<file path="src/hdl/acc_pkg.sv">
// Purpose: constants for the comparator control block
// Assumes: 32-bit axi4-lite register bus, byte addresses
// Notes: register offsets are chosen locally
package acc_pkg;
	localparam logic [7:0] ADDR_CMP_CTRL = 8'h00;
	localparam logic [7:0] ADDR_ADC_CSB = 8'h04;
	localparam logic [7:0] ADDR_PIN_DIS = 8'h08;
	localparam logic [7:0] ADDR_IRQ_STAT = 8'h0C;
	localparam logic [7:0] ADDR_IRQ_MASK = 8'h10;
	// control/status field positions
	localparam int BIT_POWER_OFF = 7;
	localparam int BIT_BANDGAP = 6;
	localparam int BIT_RESULT = 5;
	localparam int BIT_FLAG = 4;
	localparam int BIT_IRQ_EN = 3;
	localparam int BIT_CAPTURE = 2;
	localparam int BIT_MODE_HI = 1;
	localparam int BIT_MODE_LO = 0;
	localparam int BIT_MUX_EN = 6;
	localparam int BIT_NEG_BUF_OFF = 1;
	localparam int BIT_POS_BUF_OFF = 0;
	// writable masks
	localparam logic [7:0] CTRL_WMASK = 8'hCF;
	localparam logic [7:0] ADC_CSB_WMASK = 8'h47;
	localparam logic [7:0] PIN_DIS_WMASK = 8'h03;
	localparam logic [7:0] REG_RESET = 8'h00;
	localparam logic [1:0] STAT_MASK_W = 2'h3;
	// irq mode codes
	localparam logic [1:0] MODE_TOGGLE = 2'h0;
	localparam logic [1:0] MODE_RSVD = 2'h1;
	localparam logic [1:0] MODE_FALL = 2'h2;
	localparam logic [1:0] MODE_RISE = 2'h3;
	localparam logic [1:0] RESP_OKAY = 2'h0;
	localparam logic [1:0] RESP_SLVERR = 2'h2;
	localparam int SYNC_STAGES = 2;
endpackage : acc_pkg

</file>
<file path="src/hdl/acc_sync.sv">
// Purpose: two flip-flop level synchroniser
// Assumes: async input, single clock
// Notes: first stage feeds only the second
module acc_sync (
	// clock and reset
	input wire logic aclk,
	input wire logic aresetn,
	// data
	input wire logic din,
	output logic dout
);
	logic [acc_pkg::SYNC_STAGES-1:0] stage_r;

	always_ff @(posedge aclk)
	begin
		if (!aresetn)
			stage_r <= '0;
		else
			stage_r <= {stage_r[acc_pkg::SYNC_STAGES-2:0], din};
	end

	assign dout = stage_r[acc_pkg::SYNC_STAGES-1];
endmodule : acc_sync

</file>
<file path="src/hdl/acc_top.sv">
// Purpose: control and event logic around an on-chip voltage comparator
// Assumes: analog compare done outside; raw result arrives on cmp_raw
// Notes: registers over axi4-lite, one aligned word each
module acc_top (
	// clock and reset
	input wire logic aclk,
	input wire logic aresetn,
	// axi4-lite write address
	input wire logic [7:0] s_axi_awaddr,
	input wire logic s_axi_awvalid,
	output logic s_axi_awready,
	// axi4-lite write data
	input wire logic [31:0] s_axi_wdata,
	input wire logic [3:0] s_axi_wstrb,
	input wire logic s_axi_wvalid,
	output logic s_axi_wready,
	// axi4-lite write response
	output logic [1:0] s_axi_bresp,
	output logic s_axi_bvalid,
	input wire logic s_axi_bready,
	// axi4-lite read
	input wire logic [7:0] s_axi_araddr,
	input wire logic s_axi_arvalid,
	output logic s_axi_arready,
	output logic [31:0] s_axi_rdata,
	output logic [1:0] s_axi_rresp,
	output logic s_axi_rvalid,
	input wire logic s_axi_rready,
	// comparator analog side
	input wire logic cmp_raw,
	output logic comparator_power_off,
	output logic bandgap_positive_select,
	output logic neg_use_channel,
	output logic [2:0] neg_channel,
	// converter side
	input wire logic converter_enable,
	input wire logic [2:0] channel_select,
	output logic [2:0] trigger_source_sel,
	// pins
	input wire logic positive_input_pin,
	input wire logic negative_input_pin,
	output logic positive_pin_in,
	output logic negative_pin_in,
	output logic positive_pin_buffer_off,
	output logic negative_pin_buffer_off,
	// timer capture and core interrupt
	output logic capture_src,
	output logic capture_route_enable,
	input wire logic global_irq_enable,
	input wire logic irq_ack,
	output logic cmp_irq_req,
	output logic irq
);
	logic [7:0] ctrl_r;
	logic [7:0] adc_csb_r;
	logic [7:0] pin_dis_r;
	logic flag_r;
	logic [1:0] stat_r;
	logic [1:0] mask_r;
	logic result_sync;
	logic result_prev_r;
	logic rise;
	logic fall;
	logic event_hit;
	logic aw_got_r;
	logic w_got_r;
	logic [7:0] aw_addr_r;
	logic [31:0] w_data_r;
	logic [3:0] w_strb_r;
	logic wr_fire;
	logic [31:0] rd_val;
	logic rd_ok;
	logic wr_ok;
	logic wr_lane0;
	logic wr_ctrl_hit;
	logic wr_stat_hit;
	logic [1:0] mode;
	logic [7:0] ctrl_read;

	// comparator itself is analog; raw already reflects pos > neg
	acc_sync u_sync (
		.aclk(aclk),
		.aresetn(aresetn),
		.din(cmp_raw),
		.dout(result_sync)
	);

	// previous synchronised sample for edge detection
	always_ff @(posedge aclk)
	begin
		if (!aresetn)
			result_prev_r <= 1'b0;
		else
			result_prev_r <= result_sync;
	end

	assign rise = result_sync & ~result_prev_r;
	assign fall = ~result_sync & result_prev_r;
	assign mode = ctrl_r[acc_pkg::BIT_MODE_HI:acc_pkg::BIT_MODE_LO];

	always_comb
	begin
		case (mode)
			acc_pkg::MODE_TOGGLE: event_hit = rise | fall;
			acc_pkg::MODE_FALL: event_hit = fall;
			acc_pkg::MODE_RISE: event_hit = rise;
			// reserved code never flags
			acc_pkg::MODE_RSVD: event_hit = 1'b0;
			default: event_hit = 1'b0;
		endcase
	end

	// write channel capture; address and data in either order
	assign s_axi_awready = !aw_got_r && !s_axi_bvalid;
	assign s_axi_wready = !w_got_r && !s_axi_bvalid;
	assign wr_fire = aw_got_r && w_got_r && !s_axi_bvalid;

	// byte lane 0 carries every register
	assign wr_lane0 = wr_fire && w_strb_r[0];
	assign wr_ctrl_hit = wr_lane0 && aw_addr_r == acc_pkg::ADDR_CMP_CTRL;
	assign wr_stat_hit = wr_lane0 && aw_addr_r == acc_pkg::ADDR_IRQ_STAT;

	always_ff @(posedge aclk)
	begin
		if (!aresetn)
		begin
			aw_got_r <= 1'b0;
			aw_addr_r <= 8'h00;
		end
		else if (s_axi_awvalid && s_axi_awready)
		begin
			aw_got_r <= 1'b1;
			aw_addr_r <= s_axi_awaddr;
		end
		else if (wr_fire)
			aw_got_r <= 1'b0;
	end

	always_ff @(posedge aclk)
	begin
		if (!aresetn)
		begin
			w_got_r <= 1'b0;
			w_data_r <= 32'h0000_0000;
			w_strb_r <= 4'h0;
		end
		else if (s_axi_wvalid && s_axi_wready)
		begin
			w_got_r <= 1'b1;
			w_data_r <= s_axi_wdata;
			w_strb_r <= s_axi_wstrb;
		end
		else if (wr_fire)
			w_got_r <= 1'b0;
	end

	always_comb
	begin
		case (aw_addr_r)
			acc_pkg::ADDR_CMP_CTRL,
			acc_pkg::ADDR_ADC_CSB,
			acc_pkg::ADDR_PIN_DIS,
			acc_pkg::ADDR_IRQ_STAT,
			acc_pkg::ADDR_IRQ_MASK: wr_ok = 1'b1;
			default: wr_ok = 1'b0;
		endcase
	end

	always_ff @(posedge aclk)
	begin
		if (!aresetn)
		begin
			s_axi_bvalid <= 1'b0;
			s_axi_bresp <= acc_pkg::RESP_OKAY;
		end
		else if (wr_fire)
		begin
			s_axi_bvalid <= 1'b1;
			s_axi_bresp <= wr_ok ? acc_pkg::RESP_OKAY : acc_pkg::RESP_SLVERR;
		end
		else if (s_axi_bready)
			s_axi_bvalid <= 1'b0;
	end

	// configuration registers; only byte lane 0 carries data
	always_ff @(posedge aclk)
	begin
		if (!aresetn)
		begin
			ctrl_r <= acc_pkg::REG_RESET;
			adc_csb_r <= acc_pkg::REG_RESET;
			pin_dis_r <= acc_pkg::REG_RESET;
			mask_r <= 2'h0;
		end
		else if (wr_lane0)
		begin
			case (aw_addr_r)
				acc_pkg::ADDR_CMP_CTRL: ctrl_r <= w_data_r[7:0] & acc_pkg::CTRL_WMASK;
				acc_pkg::ADDR_ADC_CSB: adc_csb_r <= w_data_r[7:0] & acc_pkg::ADC_CSB_WMASK;
				acc_pkg::ADDR_PIN_DIS: pin_dis_r <= w_data_r[7:0] & acc_pkg::PIN_DIS_WMASK;
				acc_pkg::ADDR_IRQ_MASK: mask_r <= w_data_r[1:0] & acc_pkg::STAT_MASK_W;
				default: ;
			endcase
		end
	end

	// flag: set wins over ack and write-one clear
	always_ff @(posedge aclk)
	begin
		if (!aresetn)
			flag_r <= 1'b0;
		else if (event_hit)
			flag_r <= 1'b1;
		else if (irq_ack)
			flag_r <= 1'b0;
		else if (wr_ctrl_hit && w_data_r[acc_pkg::BIT_FLAG])
			flag_r <= 1'b0;
	end

	// sticky status: bit0 edge event, bit1 result rise
	always_ff @(posedge aclk)
	begin
		if (!aresetn)
			stat_r <= 2'h0;
		else if (wr_stat_hit)
			stat_r <= (stat_r & ~w_data_r[1:0]) | {rise, event_hit};
		else
			stat_r <= stat_r | {rise, event_hit};
	end

	// one level output for all unmasked status bits
	assign irq = |(stat_r & mask_r);

	// are software duties; no hardware guard
	assign cmp_irq_req = flag_r && ctrl_r[acc_pkg::BIT_IRQ_EN] && global_irq_enable;

	assign ctrl_read = {ctrl_r[7:6], result_sync, flag_r, ctrl_r[3:0]};

	// reads have no side effects
	always_comb
	begin
		rd_ok = 1'b1;
		case (s_axi_araddr)
			acc_pkg::ADDR_CMP_CTRL: rd_val = {24'h00_0000, ctrl_read};
			acc_pkg::ADDR_ADC_CSB: rd_val = {24'h00_0000, adc_csb_r};
			acc_pkg::ADDR_PIN_DIS: rd_val = {24'h00_0000, pin_dis_r};
			acc_pkg::ADDR_IRQ_STAT: rd_val = {30'h0000_0000, stat_r};
			acc_pkg::ADDR_IRQ_MASK: rd_val = {30'h0000_0000, mask_r};
			default:
			begin
				rd_val = 32'h0000_0000;
				rd_ok = 1'b0;
			end
		endcase
	end

	assign s_axi_arready = !s_axi_rvalid;

	always_ff @(posedge aclk)
	begin
		if (!aresetn)
		begin
			s_axi_rvalid <= 1'b0;
			s_axi_rdata <= 32'h0000_0000;
			s_axi_rresp <= acc_pkg::RESP_OKAY;
		end
		else if (s_axi_arvalid && s_axi_arready)
		begin
			s_axi_rvalid <= 1'b1;
			s_axi_rdata <= rd_val;
			s_axi_rresp <= rd_ok ? acc_pkg::RESP_OKAY : acc_pkg::RESP_SLVERR;
		end
		else if (s_axi_rready)
			s_axi_rvalid <= 1'b0;
	end

	// analog steering
	assign comparator_power_off = ctrl_r[acc_pkg::BIT_POWER_OFF];
	assign bandgap_positive_select = ctrl_r[acc_pkg::BIT_BANDGAP];
	assign neg_use_channel = adc_csb_r[acc_pkg::BIT_MUX_EN] && !converter_enable;
	assign neg_channel = channel_select;
	assign trigger_source_sel = adc_csb_r[2:0];

	// capture unit adds its own filter and edge select
	assign capture_route_enable = ctrl_r[acc_pkg::BIT_CAPTURE];
	assign capture_src = capture_route_enable & result_sync;

	assign positive_pin_buffer_off = pin_dis_r[acc_pkg::BIT_POS_BUF_OFF];
	assign negative_pin_buffer_off = pin_dis_r[acc_pkg::BIT_NEG_BUF_OFF];
	assign positive_pin_in = positive_input_pin & ~positive_pin_buffer_off;
	assign negative_pin_in = negative_input_pin & ~negative_pin_buffer_off;
endmodule : acc_top

</file>
<file path="config.mk">
export PLATFORM = sky130hd
export DESIGN_NAME = acc_top
export DESIGN_NICKNAME = d
export VERILOG_FILES = /design/src/hdl/acc_pkg.sv /design/src/hdl/acc_sync.sv /design/src/hdl/acc_top.sv
export SDC_FILE = /design/constraint.sdc
export NUM_CORES = 1
export LEC_CHECK = 0
export ABC_AREA = 1
export BUFFER_PORTS_ARGS = -buffer_cell sky130_fd_sc_hd__buf_2
export CORE_ASPECT_RATIO = 1.5
export CORE_MARGIN = 1
export CORE_UTILIZATION = 25
export DETAILED_ROUTE_END_ITERATION = 12
export GPL_ROUTABILITY_DRIVEN = 1
export HOLD_SLACK_MARGIN = 0.03
export PLACE_DENSITY = 0.59
export SLEW_MARGIN = 25
export SYNTH_ARGS = -nofsm -noshare
export SYNTH_HDL_FRONTEND = slang
export SYNTH_HIERARCHICAL = 1
export SYNTH_SLANG_ARGS = --single-unit
</file>
<file path="constraint.sdc">
create_clock -name aclk -period 1.1 [get_ports aclk]
set_input_delay 0.11 -clock aclk [delete_from_list [all_inputs] [get_ports aclk]]
set_output_delay 0.11 -clock aclk [all_outputs]
set_load 0.02 [all_outputs]
</file>
==> impl_results.html <==
<table>
<tr><th>Metric</th><th>Value</th></tr>
<tr><th colspan="2">Timing</th></tr>
<tr><td>Peak Freq</td><td>~850 MHz</td></tr>
<tr><td>Min cycle time layout</td><td>1180 ps</td></tr>
<tr><td>Max Clock Skew</td><td>around 9.0 ps</td></tr>
<tr><td>Setup tns final</td><td>-1040 ps</td></tr>
<tr><td>Part of the cycle the worst path needs</td><td>1.07</td></tr>
<tr><td>Final hold slack</td><td>55.3 ps</td></tr>
<tr><td>Min setup slack post-route</td><td>-76.0 ps</td></tr>
<tr><td>Finish-stage setup viols</td><td>20</td></tr>
<tr><td>Hold Violations, Final</td><td>0</td></tr>
<tr><td>RSZ-0062 raised after global routing</td><td>yes</td></tr>
<tr><td>Count of final max-slew check failures</td><td>0</td></tr>
<tr><th colspan="2">Run status</th></tr>
<tr><td>Status</td><td>finished, violations left</td></tr>
<tr><td>Violated checks</td><td>negative setup slack</td></tr>
<tr><th colspan="2">Routing</th></tr>
<tr><td>Via count normalized by instance count</td><td>about 4.3</td></tr>
<tr><td>Total wire length after detailed routing</td><td>around 6.0 mm</td></tr>
<tr><td>Pre-antenna DRT Iters</td><td>4</td></tr>
<tr><td>Total via count after detailed routing</td><td>about 2,300</td></tr>
<tr><td>Drc violations</td><td>0</td></tr>
<tr><td>WL/cell</td><td>about 11 um</td></tr>
<tr><td>DRT antenna net count</td><td>0</td></tr>
<tr><td>DRT iter0 DRCs</td><td>48</td></tr>
<tr><th colspan="2">Critical path</th></tr>
<tr><td>Arrival @ worst endpoint</td><td>between 1000 and 1500 ps</td></tr>
<tr><td>Ordered list of cells on the worst path</td><td>buf_4 -&gt; nor2_4 -&gt; buf_2</td></tr>
<tr><td>Critical Setup Path Class</td><td>reg -&gt; out</td></tr>
<tr><td>Reg2reg setup slack</td><td>-80 ps</td></tr>
<tr><td>Critical path capture point type</td><td>output pin</td></tr>
<tr><td>Peak per-stage delay on the critical path</td><td>about 360 ps</td></tr>
<tr><td>Crit path max-delay cell type</td><td>sky130_fd_sc_hd__dfxtp_4</td></tr>
<tr><td>Max FO, Critical Path</td><td>3</td></tr>
<tr><td>Required arrival time at the worst endpoint</td><td>between 900 and 1000 ps</td></tr>
<tr><td>CP Launch Type</td><td>flip-flop</td></tr>
<tr><th colspan="2">Pwr</th></tr>
<tr><td>IR drop worst, VDD</td><td>0.633 mV</td></tr>
<tr><td>Power density over the cells</td><td>~1400 nW/um^2</td></tr>
<tr><td>Leak</td><td>approximately 1.6 nW</td></tr>
<tr><td>Total Power Consumption</td><td>4.59 mW</td></tr>
<tr><th colspan="2">Clocking</th></tr>
<tr><td>Clk root buf</td><td>sky130_fd_sc_hd__clkbuf_16</td></tr>
<tr><td>Bufs on Longest Clock Path</td><td>2</td></tr>
<tr><td>Num Clock Sinks</td><td>50</td></tr>
<tr><td>TritonCTS clock tree</td><td>built</td></tr>
<tr><td>Clock transition time at the flip-flop clock pins of the worst setup and hold paths</td><td>70 ps</td></tr>
<tr><td>Clock latency on the worst-skew pair</td><td>between 200 and 300 ps</td></tr>
<tr><td>H-tree lvl count</td><td>2</td></tr>
<tr><td>CTS Buf Count</td><td>5</td></tr>
<tr><th colspan="2">GRT</th></tr>
<tr><td>Overflow left after global routing</td><td>0</td></tr>
<tr><td>Number of antenna violations at the first check in global routing</td><td>0</td></tr>
<tr><td>Number of global-route vias before repair</td><td>roughly 2,100</td></tr>
<tr><td>Largest net degree at the start of global routing</td><td>17</td></tr>
<tr><td>GR Util All Layers</td><td>0.113</td></tr>
<tr><td>First-pass GRT wire length</td><td>approximately 9.5 mm</td></tr>
<tr><th colspan="2">Floorplan</th></tr>
<tr><td>Initial Util</td><td>0.257</td></tr>
<tr><td>Die area</td><td>about 10,000 um^2</td></tr>
<tr><td>Horizontal die dimension</td><td>roughly 83 um</td></tr>
<tr><td>Core area</td><td>roughly 9600 um^2</td></tr>
<tr><td>Chip Height</td><td>around 120 um</td></tr>
<tr><td>Std-Cell Rows</td><td>44</td></tr>
<tr><td># IOs</td><td>approximately 130</td></tr>
<tr><th colspan="2">Yosys</th></tr>
<tr><td>Top cells by area in the synthesized netlist</td><td>sky130_fd_sc_hd__dfxtp_1 (40%), sky130_fd_sc_hd__buf_4 (10%), sky130_fd_sc_hd__nor2_1 (8.3%)</td></tr>
<tr><td>Mean post-synth cell area</td><td>about 7.4 um^2</td></tr>
<tr><td>Synth top area share</td><td>0.405</td></tr>
<tr><td>Count of mapped cells out of synthesis</td><td>approximately 330</td></tr>
<tr><td>Proportion of synthesized chip area in sequential cells</td><td>0.405</td></tr>
<tr><td>Count of flip-flops with a built-in enable after synthesis</td><td>0</td></tr>
<tr><td>Ys flop type</td><td>sky130_fd_sc_hd__dfxtp_1</td></tr>
<tr><td>Synth Register Bits</td><td>50</td></tr>
<tr><td>Ys Warns</td><td>6</td></tr>
<tr><td>Combined area of all synthesized cells</td><td>approximately 2500 um^2</td></tr>
<tr><td>Library cell with the largest summed area after synthesis</td><td>sky130_fd_sc_hd__dfxtp_1</td></tr>
<tr><td>Number of distinct library cells after synthesis</td><td>31</td></tr>
<tr><td>Async SR Flop Fraction</td><td>0</td></tr>
<tr><th colspan="2">Cells and area</th></tr>
<tr><td>Count of placed standard cells in the final layout, fillers left out</td><td>535</td></tr>
<tr><td>Core utilization of the finished layout</td><td>0.352</td></tr>
<tr><td>Post-route cell area</td><td>roughly 3400 um^2</td></tr>
<tr><td>Net count reported at finish</td><td>around 490</td></tr>
<tr><td>Leading cell types in the layout, fill and taps excluded</td><td>sky130_fd_sc_hd__buf_2 (62), sky130_fd_sc_hd__nor2_1 (51), sky130_fd_sc_hd__nand2_1 (41)</td></tr>
<tr><td>Ratio of cells with drive above 1 in the final layout</td><td>0.395</td></tr>
<tr><td>Most common cell after layout, fill and taps aside</td><td>sky130_fd_sc_hd__buf_2</td></tr>
<tr><td>Diode count</td><td>0</td></tr>
<tr><td>Area Overhead vs Synth</td><td>37.1%</td></tr>
<tr><th colspan="2">Placement</th></tr>
<tr><td>Cell Area, Placed</td><td>between 2000 and 3000 um^2</td></tr>
<tr><td>Post-DP HPWL</td><td>between 4 and 5 mm</td></tr>
<tr><td>Port bufs</td><td>between 60 and 70</td></tr>
<tr><td>Placement Setup Slack</td><td>-102 ps</td></tr>
<tr><td>Placed cells</td><td>518</td></tr>
<tr><td>Final GP Congestion</td><td>0.731</td></tr>
<tr><th colspan="2">Run</th></tr>
<tr><td>Max capacitance violation total</td><td>0</td></tr>
<tr><th colspan="2">Worst hold path</th></tr>
<tr><td>Hold Crit Class</td><td>in -&gt; reg</td></tr>
</table>
layout make-up:
class / count / area (um^2)
fillers: 1021 / 6240
flip-flops and latches: 50 / 1030
clock buffers: 5 / 125
multi-input cells: 238 / 1320
inverters: 30 / 121
well taps: 115 / 144
clock inverters: 3 / 45.0
repair inverters: 1 / 7.51
repair buffers: 93 / 606
power breakdown:
| part | switching (mW) | internal (mW) |
|---|---|---|
| Combinational | 0.504 | 0.330 |
| Sequential | 0.0906 | 1.91 |
| Clock | 0.682 | 1.07 |
registers in the layout, summed over array words and instances, names as in the netlist, 2 cells and up:
signal and count:
aw_addr_r 8, s_axi_rdata 8, w_data_r 7, ctrl_r 6, adc_csb_r 4, mask_r 2
pin_dis_r 2, stat_r 2, u_sync/stage_r 2
Yosys cell counts, types with 2 or more instances:
library cell / n
sky130_fd_sc_hd__o21ai_0: 30
sky130_fd_sc_hd__inv_1: 29
sky130_fd_sc_hd__ha_1: 2
sky130_fd_sc_hd__nand2_1: 48
sky130_fd_sc_hd__a21oi_1: 29
sky130_fd_sc_hd__nor2_4: 6
sky130_fd_sc_hd__nor2_1: 55
sky130_fd_sc_hd__nand2_2: 2
sky130_fd_sc_hd__nand3_1: 20
sky130_fd_sc_hd__dfxtp_1: 50
sky130_fd_sc_hd__nand2_4: 2
sky130_fd_sc_hd__clkbuf_1: 3
sky130_fd_sc_hd__buf_2: 3
sky130_fd_sc_hd__buf_4: 33
sky130_fd_sc_hd__nor3_1: 5
metal layers:
metal | global-route usage | share of wire | vias up
met5 | 0 | 0 | -
met4 | 0.0334 | 0.011 | 0
met3 | 0.0292 | 0.053 | 8
met2 | 0.223 | 0.55 | 74
met1 | 0.116 | 0.39 | 1017
li1 | - | - | 1183
path summary, 6_finish.rpt:
path | cells after the start | endpoint | from
worst min register to register | 2 | u_sync/stage_r[1]$_SDFF_PN0_ | u_sync/stage_r[0]$_SDFF_PN0_
worst max-delay path | 3 | s_axi_awready | s_axi_bvalid$_SDFFE_PN0P_
worst max register to register | 6 | ctrl_r[0]$_SDFFE_PN0P_ | aw_addr_r[5]$_SDFFE_PN0P_
worst min-delay path | 3 | aw_addr_r[1]$_SDFFE_PN0P_ | s_axi_awaddr[1]
critical path: cells and delay by family (launching register included):
| kind | cells | cell delay (ps) |
|---|---|---|
| DFF | 1 | 360 |
| and+or+nand+nor | 1 | 100 |
| buffers and inverters | 2 | 310 |
timing repair:
item | in CTS | in global routing
setup endpoints to repair | 35 | 34
hold buffers | 1 | 0
endpoints found under the hold margin | 1 | 0
pin swaps | 12 | 14
resized for setup | 25 | 50
setup buffers | 3 | 4
gates cloned | 0 | 1
kinds of logic after synthesis:
group,synth area share
other,0.00152
and+or+nand+nor,0.284
buffers and inverters,0.162
AOI/OAI and AO/OA,0.138
DFF,0.405
adders and majority gates,0.0101
(Power assumes the default switching activity.)
